$ cat config.mk
export PLATFORM = sky130hd
export DESIGN_NAME = cims_top
export DESIGN_NICKNAME = d
export VERILOG_FILES = /design/src/logic/cims_pkg.sv /design/src/logic/cims_core_if.sv /design/src/logic/cims_top.sv /design/src/logic/cims_decode.sv
export SDC_FILE = /design/constraint.sdc
export NUM_CORES = 1
export LEC_CHECK = 0
export CORE_MARGIN = 2
export CORE_UTILIZATION = 46
export CTS_CLUSTER_SIZE = 28
export DETAILED_ROUTE_END_ITERATION = 10
export DONT_BUFFER_PORTS = 1
export GPL_TIMING_DRIVEN = 0
export PLACE_DENSITY = 0.67
export SYNTH_ARGS = -nofsm -noshare
export SYNTH_HDL_FRONTEND = slang
export SYNTH_HIERARCHICAL = 1
export SYNTH_SLANG_ARGS = --single-unit
$ cat constraint.sdc
create_clock -name core_clk -period 3.7 [get_ports core_clk]
set_clock_uncertainty 0.2 [all_clocks]
set_input_delay 0.74 -clock core_clk [delete_from_list [all_inputs] [get_ports core_clk]]
set_output_delay 0.74 -clock core_clk [all_outputs]
set_load 0.05 [all_outputs]
$ cat src/logic/cims_pkg.sv
package cims_pkg;

	localparam int CIMS_ADDR_W = 8;
	localparam int CIMS_DATA_W = 32;
	localparam int CIMS_VS_W = 5;
	localparam int CIMS_LEVEL_W = 6;
	localparam int CIMS_OFF_W = 12;
	localparam int CIMS_EVT_W = 2;

	// register byte offsets
	localparam logic [7:0] CIMS_CONTROL_OFF = 8'h00;
	localparam logic [7:0] CIMS_MASK_OFF = 8'h04;
	localparam logic [7:0] CIMS_CAUSE_OFF = 8'h08;
	localparam logic [7:0] CIMS_CONFIG_OFF = 8'h0C;
	localparam logic [7:0] CIMS_EVT_STATUS_OFF = 8'h10;
	localparam logic [7:0] CIMS_EVT_CLEAR_OFF = 8'h14;
	localparam logic [7:0] CIMS_EVT_ENABLE_OFF = 8'h18;

	// control register field positions
	localparam int CIMS_GIE_BIT = 0;
	localparam int CIMS_EXL_BIT = 1;
	localparam int CIMS_ERL_BIT = 2;
	localparam int CIMS_DM_BIT = 3;
	localparam int CIMS_BEV_BIT = 4;
	localparam int CIMS_IV_BIT = 5;
	localparam int CIMS_VS_LSB = 6;

	// mask register: mask in 7:0, software requests in 9:8
	localparam int CIMS_SW_LSB = 8;

	// cause register field positions
	localparam int CIMS_MODE_LSB = 8;
	localparam int CIMS_REQ_BIT = 10;
	localparam int CIMS_VNUM_LSB = 12;
	localparam int CIMS_VOFF_LSB = 18;

	// event bits
	localparam int CIMS_EVT_TAKE = 0;
	localparam int CIMS_EVT_NMI = 1;

	// reset values: boot vector select set puts the block in compatibility
	localparam logic CIMS_GIE_RST = 1'b0;
	localparam logic CIMS_EXL_RST = 1'b0;
	localparam logic CIMS_ERL_RST = 1'b1;
	localparam logic CIMS_DM_RST = 1'b0;
	localparam logic CIMS_BEV_RST = 1'b1;
	localparam logic CIMS_IV_RST = 1'b0;
	localparam logic [4:0] CIMS_VS_RST = 5'h00;
	localparam logic [7:0] CIMS_MASK_RST = 8'h00;
	localparam logic [1:0] CIMS_EVT_RST = 2'h0;

	localparam logic [11:0] CIMS_GENERAL_OFFSET = 12'h180;
	localparam logic [11:0] CIMS_SPECIAL_OFFSET = 12'h200;

	localparam logic [1:0] CIMS_RESP_OKAY = 2'h0;
	localparam logic [1:0] CIMS_RESP_SLVERR = 2'h2;

	typedef enum logic [1:0] {
		mode_compat,
		mode_vectored,
		mode_external
	} cims_mode_e;

endpackage

$ cat src/logic/cims_core_if.sv
`timescale 1ns/100ps
interface cims_core_if;
	import cims_pkg::*;
	logic [7:0] pending;
	logic [7:0] mask;
	logic gie;
	logic exception_level;
	logic error_level;
	logic dm;
	logic boot_exception_vector_select;
	logic iv;
	logic [4:0] vs;
	logic [5:0] ext_level;
	cims_mode_e mode;
	logic request;
	logic [5:0] vnum;
	logic [11:0] voff;

	modport core (
		output pending, mask, gie, exception_level, error_level, dm, boot_exception_vector_select, iv, vs, ext_level,
		input mode, request, vnum, voff
	);
	modport dec (
		input pending, mask, gie, exception_level, error_level, dm, boot_exception_vector_select, iv, vs, ext_level,
		output mode, request, vnum, voff
	);
endinterface

$ cat src/logic/cims_top.sv
// Function
// - two software and six hardware requests; timer and counter merge into request five
// - compatibility mode dispatches unvectored at offset 0x180 or 0x200 by vector select
// - interrupt taken only with request, enable set, no exception, error or debug
// - boot select set, vector select clear or zero spacing forces compatibility mode
// - vectored mode needs vectored support present and no external controller
// - external controller mode whenever that controller is present and selected
// - vector spacing held at zero when no vectored mode is implemented
// - reset leaves the block in compatibility mode
// - cause reads always show the live pending request bits
// - each request is pending bit AND mask bit, seven down to zero
// - non-maskable event pulses nmi_exception past every enable and mask, changes no control field, sets its event status bit; irq needs its event enable bit
// - vectored mode picks highest set masked request as vector number
`timescale 1ns/100ps
module cims_top #(
	parameter bit VECTORED_PRESENT = 1'b1,
	parameter bit EXTERNAL_PRESENT = 1'b0,
	parameter bit DEBUG_PRESENT = 1'b1
) (
	input wire logic core_clk,
	input wire logic reset,
	input wire logic s_axi_awvalid,
	output logic s_axi_awready,
	input wire logic [cims_pkg::CIMS_ADDR_W-1:0] s_axi_awaddr,
	input wire logic s_axi_wvalid,
	output logic s_axi_wready,
	input wire logic [cims_pkg::CIMS_DATA_W-1:0] s_axi_wdata,
	input wire logic [3:0] s_axi_wstrb,
	output logic s_axi_bvalid,
	input wire logic s_axi_bready,
	output logic [1:0] s_axi_bresp,
	input wire logic s_axi_arvalid,
	output logic s_axi_arready,
	input wire logic [cims_pkg::CIMS_ADDR_W-1:0] s_axi_araddr,
	output logic s_axi_rvalid,
	input wire logic s_axi_rready,
	output logic [cims_pkg::CIMS_DATA_W-1:0] s_axi_rdata,
	output logic [1:0] s_axi_rresp,
	input wire logic [5:0] hw_request,
	input wire logic timer_request,
	input wire logic perf_counter_request,
	input wire logic nmi_request,
	input wire logic [cims_pkg::CIMS_LEVEL_W-1:0] external_request_level,
	output logic interrupt_request,
	output cims_pkg::cims_mode_e interrupt_mode,
	output logic [cims_pkg::CIMS_LEVEL_W-1:0] vector_number,
	output logic [cims_pkg::CIMS_OFF_W-1:0] vector_offset,
	output logic nmi_exception,
	output logic irq
);
	import cims_pkg::*;

	localparam bit VS_ALLOWED = VECTORED_PRESENT | EXTERNAL_PRESENT;

	typedef struct packed {
		logic aw_rdy;
		logic aw_held;
		logic [7:0] aw_addr;
		logic w_rdy;
		logic w_held;
		logic [31:0] w_data;
		logic [3:0] w_strb;
		logic bvalid;
		logic [1:0] bresp;
		logic ar_rdy;
		logic rvalid;
		logic [1:0] rresp;
		logic [31:0] rdata;
		logic gie;
		logic exception_level;
		logic error_level;
		logic dm;
		logic boot_exception_vector_select;
		logic iv;
		logic [4:0] vs;
		logic [7:0] mask;
		logic [1:0] sw;
		logic [7:0] pending;
		logic [1:0] evt_status;
		logic [1:0] evt_enable;
		logic take_prev;
		logic nmi_prev;
		logic take;
		cims_mode_e mode;
		logic [5:0] vnum;
		logic [11:0] voff;
		logic nmi_pulse;
		logic irq;
	} cims_state_s;

	cims_state_s st_q;
	cims_state_s st_d;

	cims_core_if core_bus ();

	cims_decode #(
		.VECTORED_PRESENT(VECTORED_PRESENT),
		.EXTERNAL_PRESENT(EXTERNAL_PRESENT),
		.DEBUG_PRESENT(DEBUG_PRESENT)
	) u_decode (
		.bus(core_bus)
	);

	assign core_bus.pending = st_q.pending;
	assign core_bus.mask = st_q.mask;
	assign core_bus.gie = st_q.gie;
	assign core_bus.exception_level = st_q.exception_level;
	assign core_bus.error_level = st_q.error_level;
	assign core_bus.dm = st_q.dm;
	assign core_bus.boot_exception_vector_select = st_q.boot_exception_vector_select;
	assign core_bus.iv = st_q.iv;
	assign core_bus.vs = st_q.vs;
	assign core_bus.ext_level = external_request_level;

	function automatic logic [31:0] merge(
		input logic [31:0] old_v,
		input logic [31:0] new_v,
		input logic [3:0] strb
	);
		logic [31:0] m;
		m = {{8{strb[3]}}, {8{strb[2]}}, {8{strb[1]}}, {8{strb[0]}}};
		return (old_v & ~m) | (new_v & m);
	endfunction

	function automatic logic [31:0] control_word(input cims_state_s s);
		logic [31:0] w;
		w = 32'h00000000;
		w[CIMS_GIE_BIT] = s.gie;
		w[CIMS_EXL_BIT] = s.exception_level;
		w[CIMS_ERL_BIT] = s.error_level;
		w[CIMS_DM_BIT] = s.dm;
		w[CIMS_BEV_BIT] = s.boot_exception_vector_select;
		w[CIMS_IV_BIT] = s.iv;
		w[CIMS_VS_LSB +: CIMS_VS_W] = s.vs;
		return w;
	endfunction

	logic [31:0] wword;
	logic [31:0] rword;
	logic rmapped;
	logic wmapped;
	logic [1:0] evt_set;
	logic [1:0] evt_clr;

	always_comb
	begin
		wword = 32'h00000000;
		rword = 32'h00000000;
		rmapped = 1'b1;
		wmapped = 1'b1;
		evt_set = 2'h0;
		evt_clr = 2'h0;
		st_d = st_q;

		// live request sampling, timer and counter folded into the top line
		st_d.pending = {hw_request[5] | timer_request | perf_counter_request,
			hw_request[4:0], st_q.sw};

		// decoded results registered so every output leaves a flop
		st_d.mode = core_bus.mode;
		st_d.take = core_bus.request;
		st_d.vnum = core_bus.vnum;
		st_d.voff = core_bus.voff;
		st_d.take_prev = st_q.take;

		// nmi never looks at enables or masks and touches no control field
		st_d.nmi_prev = nmi_request;
		st_d.nmi_pulse = nmi_request & ~st_q.nmi_prev;

		evt_set[CIMS_EVT_TAKE] = st_q.take & ~st_q.take_prev;
		evt_set[CIMS_EVT_NMI] = nmi_request & ~st_q.nmi_prev;

		// write address and data may come in either order
		if (s_axi_awvalid && st_q.aw_rdy)
		begin
			st_d.aw_rdy = 1'b0;
			st_d.aw_held = 1'b1;
			st_d.aw_addr = s_axi_awaddr;
		end
		if (s_axi_wvalid && st_q.w_rdy)
		begin
			st_d.w_rdy = 1'b0;
			st_d.w_held = 1'b1;
			st_d.w_data = s_axi_wdata;
			st_d.w_strb = s_axi_wstrb;
		end

		if (st_q.aw_held && st_q.w_held && !st_q.bvalid)
		begin
			st_d.aw_held = 1'b0;
			st_d.w_held = 1'b0;
			st_d.bvalid = 1'b1;
			unique case (st_q.aw_addr)
				CIMS_CONTROL_OFF:
				begin
					wword = merge(control_word(st_q), st_q.w_data,
						st_q.w_strb);
					st_d.gie = wword[CIMS_GIE_BIT];
					st_d.exception_level = wword[CIMS_EXL_BIT];
					st_d.error_level = wword[CIMS_ERL_BIT];
					st_d.dm = wword[CIMS_DM_BIT];
					st_d.boot_exception_vector_select = wword[CIMS_BEV_BIT];
					st_d.iv = wword[CIMS_IV_BIT];
					// spacing is pinned so no undefined mode can be reached
					st_d.vs = VS_ALLOWED
						? wword[CIMS_VS_LSB +: CIMS_VS_W] : CIMS_VS_RST;
				end
				CIMS_MASK_OFF:
				begin
					wword = merge({22'h000000, st_q.sw, st_q.mask},
						st_q.w_data, st_q.w_strb);
					st_d.mask = wword[7:0];
					st_d.sw = wword[CIMS_SW_LSB +: 2];
				end
				CIMS_EVT_CLEAR_OFF:
					evt_clr = st_q.w_strb[0] ? st_q.w_data[1:0] : 2'h0;
				CIMS_EVT_ENABLE_OFF:
				begin
					if (st_q.w_strb[0])
						st_d.evt_enable = st_q.w_data[1:0];
				end
				default:
					wmapped = 1'b0;
			endcase
			st_d.bresp = wmapped ? CIMS_RESP_OKAY : CIMS_RESP_SLVERR;
		end
		if (st_q.bvalid && s_axi_bready)
		begin
			st_d.bvalid = 1'b0;
			st_d.aw_rdy = 1'b1;
			st_d.w_rdy = 1'b1;
		end

		if (s_axi_arvalid && st_q.ar_rdy)
		begin
			unique case (s_axi_araddr)
				CIMS_CONTROL_OFF:
					rword = control_word(st_q);
				CIMS_MASK_OFF:
					rword = {22'h000000, st_q.sw, st_q.mask};
				CIMS_CAUSE_OFF:
				begin
					// pending bits are the current sample, not a capture
					rword[7:0] = st_q.pending;
					rword[CIMS_MODE_LSB +: 2] = st_q.mode;
					rword[CIMS_REQ_BIT] = st_q.take;
					rword[CIMS_VNUM_LSB +: CIMS_LEVEL_W] = st_q.vnum;
					rword[CIMS_VOFF_LSB +: CIMS_OFF_W] = st_q.voff;
				end
				CIMS_CONFIG_OFF:
					rword = {30'h00000000, EXTERNAL_PRESENT,
						VECTORED_PRESENT};
				CIMS_EVT_STATUS_OFF:
					rword = {30'h00000000, st_q.evt_status};
				CIMS_EVT_CLEAR_OFF:
					rword = 32'h00000000;
				CIMS_EVT_ENABLE_OFF:
					rword = {30'h00000000, st_q.evt_enable};
				default:
					rmapped = 1'b0;
			endcase
			st_d.ar_rdy = 1'b0;
			st_d.rvalid = 1'b1;
			st_d.rdata = rword;
			st_d.rresp = rmapped ? CIMS_RESP_OKAY : CIMS_RESP_SLVERR;
		end
		if (st_q.rvalid && s_axi_rready)
		begin
			st_d.rvalid = 1'b0;
			st_d.ar_rdy = 1'b1;
		end

		// a new event beats a clear arriving in the same cycle
		st_d.evt_status = (st_q.evt_status & ~evt_clr) | evt_set;
		st_d.irq = |(st_d.evt_status & st_d.evt_enable);
	end

	always_ff @(posedge core_clk or posedge reset)
	begin
		if (reset)
		begin
			st_q <= '0;
			st_q.aw_rdy <= 1'b1;
			st_q.w_rdy <= 1'b1;
			st_q.ar_rdy <= 1'b1;
			st_q.gie <= CIMS_GIE_RST;
			st_q.exception_level <= CIMS_EXL_RST;
			st_q.error_level <= CIMS_ERL_RST;
			st_q.dm <= CIMS_DM_RST;
			st_q.boot_exception_vector_select <= CIMS_BEV_RST;
			st_q.iv <= CIMS_IV_RST;
			st_q.vs <= CIMS_VS_RST;
			st_q.mask <= CIMS_MASK_RST;
			st_q.evt_status <= CIMS_EVT_RST;
			st_q.evt_enable <= CIMS_EVT_RST;
			st_q.mode <= mode_compat;
			st_q.voff <= CIMS_GENERAL_OFFSET;
		end
		else
		begin
			st_q <= st_d;
		end
	end

	assign s_axi_awready = st_q.aw_rdy;
	assign s_axi_wready = st_q.w_rdy;
	assign s_axi_bvalid = st_q.bvalid;
	assign s_axi_bresp = st_q.bresp;
	assign s_axi_arready = st_q.ar_rdy;
	assign s_axi_rvalid = st_q.rvalid;
	assign s_axi_rdata = st_q.rdata;
	assign s_axi_rresp = st_q.rresp;
	assign interrupt_request = st_q.take;
	assign interrupt_mode = st_q.mode;
	assign vector_number = st_q.vnum;
	assign vector_offset = st_q.voff;
	assign nmi_exception = st_q.nmi_pulse;
	assign irq = st_q.irq;

endmodule // cims_top

$ cat src/logic/cims_decode.sv
`timescale 1ns/100ps
module cims_decode #(
	parameter bit VECTORED_PRESENT = 1'b1,
	parameter bit EXTERNAL_PRESENT = 1'b0,
	parameter bit DEBUG_PRESENT = 1'b1
) (
	cims_core_if.dec bus
);
	import cims_pkg::*;

	logic [7:0] svc;
	logic compat;
	logic mode_req;
	logic enabled;

	always_comb
	begin
		svc = bus.pending & bus.mask;
		compat = bus.boot_exception_vector_select | ~bus.iv | (bus.vs == 5'h00);
		if (compat)
			bus.mode = mode_compat;
		else if (EXTERNAL_PRESENT)
			bus.mode = mode_external;
		else if (VECTORED_PRESENT)
			bus.mode = mode_vectored;
		else
			bus.mode = mode_compat;
		// external mode takes its request level from the outside controller
		if (bus.mode == mode_external)
			mode_req = (bus.ext_level != 6'h00);
		else
			mode_req = |svc;
		enabled = bus.gie & ~bus.exception_level & ~bus.error_level
			& ~(bus.dm & DEBUG_PRESENT);
		bus.request = mode_req & enabled;
		bus.vnum = 6'h00;
		if (bus.mode == mode_external)
			bus.vnum = bus.ext_level;
		else if (bus.mode == mode_vectored)
		begin
			// ascending loop so the highest set bit wins
			for (int i = 0; i < 8; i++)
			begin
				if (svc[i])
					bus.vnum = 6'(i);
			end
		end
		// compatibility dispatch offset from the vector select
		bus.voff = bus.iv ? CIMS_SPECIAL_OFFSET : CIMS_GENERAL_OFFSET;
	end

endmodule // cims_decode

==> impl_summary.md <==
Yosys
During synthesis, Yosys emitted a total of 6 warnings. For this run, the leading register cell type out of synthesis is sky130_fd_sc_hd__dfrtp_1. The fraction of synthesis flops using an asynchronous set or reset pin is 100%. Summing every instance area after synthesis gives 0.00505 mm². In this run, synthesis produced a sequential element count of 117. Counting distinct cell types in the post-synthesis netlist gives 46.

In this run, synthesis inferred 0 flip-flops with an integrated enable. The post-synthesis area per instance is 13.0 µm². After technology mapping, the gate count stands at 387. The post-synthesis sequential area ratio is 58.2%.

STA
The minimum period implied by the final worst setup slack is 2.57 ns. Setup repair after global routing left no endpoint under its margin. For the pin with the worst max-slew slack, the measured transition is 0.896 ns. The number of endpoints with negative hold slack in the final report is 0. The setup TNS is 0 ns. The final number of max-transition violations is 0. The count of final setup violators is 0. The worst pin sits at a relative slew slack of 39.8%. The highest clock rate is 390 MHz. The final critical-path share of the clock period is 69.4%.

Floorplan
The floorplan has 38 rows. The die outline area is 0.0118 mm². The initial standard-cell utilization of the core is 46.8%. The floorplan step set the die width to 109 µm. From bottom edge to top edge, the die measures 109 µm. 138 I/O pins were placed. The floorplan step defined a core boundary enclosing 0.0108 mm².

CTS
In this run, post-CTS repair resized a total of 0 instances. The number of buffers added for setup after CTS is 0. The clock buffer count from CTS is 17. In this run the deepest clock path goes through 2 buffers. TritonCTS built the clock tree. The register clock-pin slew on the reported worst setup and hold paths is 0.06 ns. The buffer cell driving the clock tree root is sky130_fd_sc_hd__clkbuf_8.

The H-tree depth is 4. The later pin in the worst-skew pair is clocked with a latency of 0.50 ns. The hold-fix buffer count after cts is 0.

The clock drives 117 sinks.

Detailed routing
The initial DRC count is 174. For this run, design rule violations remaining after detail routing come to 0. The number of detailed-routing iterations run before antenna repair is 5.

After detailed routing, the total wire length is 9620 µm. The number of antenna-violating nets in the routed design is 0. In the final routed layout, each cell accounts on average for 16.7 µm. The routed layout has 2934 vias. The post-detailed-route via-to-cell ratio is 5.08.

Global route
The number of antenna violations at the first check in global routing is 0. Global routing finished with a remaining overflow of 0. The pin count of the biggest net entering global routing is 43. The via count of the first global-routing pass is 3051. The overall track demand over capacity in global routing is 17.9%. The first global-routing pass estimated 15700 µm of wire.

Status
The run finished with clean final reports.

Power
For this design the ratio of total power to cell area is 660 mW/mm². In this run the static leakage power is 0.00290 µW. VDD sags by at most 0.000353 V.

Worst setup path
The data arrival time at the worst-slack endpoint is 2.75 ns. The largest fanout of any net on the critical path is 8. The critical path in this run is classified as reg -> reg.

The required arrival time at the worst endpoint is 3.88 ns. The worst setup path is launched from a flop. The type of destination of the critical path is a flop. The path depth of the worst reg2reg path is 4.

Worst hold path
The type of the tightest min-delay check is in -> async.

Cells and area
The number of antenna repair diodes is 0. The most common library cell in the layout ignoring fill and taps is sky130_fd_sc_hd__dfrtp_1. The area growth from synthesis to layout is 17.8%. The fraction of final layout cells with drive strength greater than 1 is 41.2%. The final net count is 498.

Leaving out filler cells and counting taps, the final layout contains 577. After filler insertion, the fill cell instance count of the layout stands at 900. Leaving out fill and tap cells, the most frequent cells in the layout are sky130_fd_sc_hd__dfrtp_1, sky130_fd_sc_hd__buf_4, sky130_fd_sc_hd__mux2_2.

Placement
The final RePlAce weighted congestion is 0.773. Once placement completed, the tool counted placed cells totaling 545. The detailed placer's ending HPWL is 6940 µm.

Input and output buffers added on the ports amount to 0.

Run
The count of maximum capacitance violations is 0.
==> final timing paths <==
path                          startpoint             endpoint  slack, ns
max                         s_axi_bvalid                 flop       1.13
min                                reset      s_axi_rdata[19]       0.05
max reg2reg                 s_axi_bvalid                 flop       1.13
min reg2reg                         flop  core_bus.pending[0]       0.21
max in group asynchronous          reset            async pin       2.24
min in group core_clk      hw_request[1]  core_bus.pending[3]       0.06
==> layout make-up <==
class	count	area [µm²]	share of cell area, %
multi-input cells	193	1530	25.7
clock buffers	24	490	8.25
inverters	11	45.0	0.757
well taps	140	175	2.94
repair buffers	2	40.0	0.673
clock inverters	8	123	2.06
flip-flops and latches	117	2940	49.4
plain buffers	82	608	10.2
==> routing by layer <==
layer	up-vias	wire [µm]	GRT usage (%)	part of all wire, %
met1	1443	4250	23.1	44
met2	111	4570	28.6	47
li1	1371	-	-	-
met3	9	706	6.10	7.3
met5	-	0	0	0
met4	0	95	5.77	0.99
==> cell families after synthesis <==
group | share of synthesized area (%)
other cells | 0.149
simple gates | 6.57
mux | 10.9
flops | 58.2
xor+xnor | 0.173
buf+inv | 12.9
compound gates | 11.2
==> metrics by stage <==
step                      area (µm²)  setup slack [ns]  total power [µW]  utilization (%)  hold slack [ns]
after floorplan                 5110              1.17              2170                -            0.169
after global placement          5290             0.632              2260             49.0            0.202
after detailed placement        5340             0.914              2300             49.4            0.207
after CTS                       5950              1.12              3980             55.1           0.0380
after global routing            5950              1.01              4130             55.1           0.0263
final                           5950              1.13              3930             55.1           0.0543
==> power by group <==
group | switching [µW] | total, µW | internal (µW)
Combinational | 274 | 534 | 260
Clock | 546 | 1660 | 1110
Sequential | 235 | 1730 | 1500
Total | 1050 | 3930 | 2870
==> cells in the mapped netlist (3+ instances only) <==
library cell | instances | share of area, %
sky130_fd_sc_hd__a21o_1 | 8 | 1.2
sky130_fd_sc_hd__o21ai_0 | 8 | 0.79
sky130_fd_sc_hd__nand3_1 | 5 | 0.50
sky130_fd_sc_hd__a21oi_1 | 4 | 0.40
sky130_fd_sc_hd__nand3b_1 | 3 | 0.45
sky130_fd_sc_hd__dfstp_2 | 7 | 3.6
sky130_fd_sc_hd__buf_6 | 3 | 0.67
sky130_fd_sc_hd__a22o_2 | 10 | 2.0
sky130_fd_sc_hd__a31oi_1 | 4 | 0.50
sky130_fd_sc_hd__mux2i_1 | 3 | 0.59
sky130_fd_sc_hd__inv_1 | 11 | 0.82
sky130_fd_sc_hd__dfrtp_1 | 110 | 55
sky130_fd_sc_hd__buf_4 | 74 | 11
sky130_fd_sc_hd__clkbuf_1 | 3 | 0.22
sky130_fd_sc_hd__a22o_1 | 25 | 4.3
sky130_fd_sc_hd__mux2_2 | 44 | 9.8
sky130_fd_sc_hd__nor2_1 | 5 | 0.37
sky130_fd_sc_hd__nor2b_1 | 5 | 0.62
sky130_fd_sc_hd__nand2_1 | 16 | 1.2
==> critical path, cell delays in order, from the launching register on <==
cell	delay, ns
sky130_fd_sc_hd__dfrtp_1	0.58
sky130_fd_sc_hd__nand3b_1	0.31
sky130_fd_sc_hd__nor4b_2	0.43
sky130_fd_sc_hd__nand3b_1	0.49
sky130_fd_sc_hd__mux2_2	0.44
Note: power is estimated with default switching activity, not from simulation.
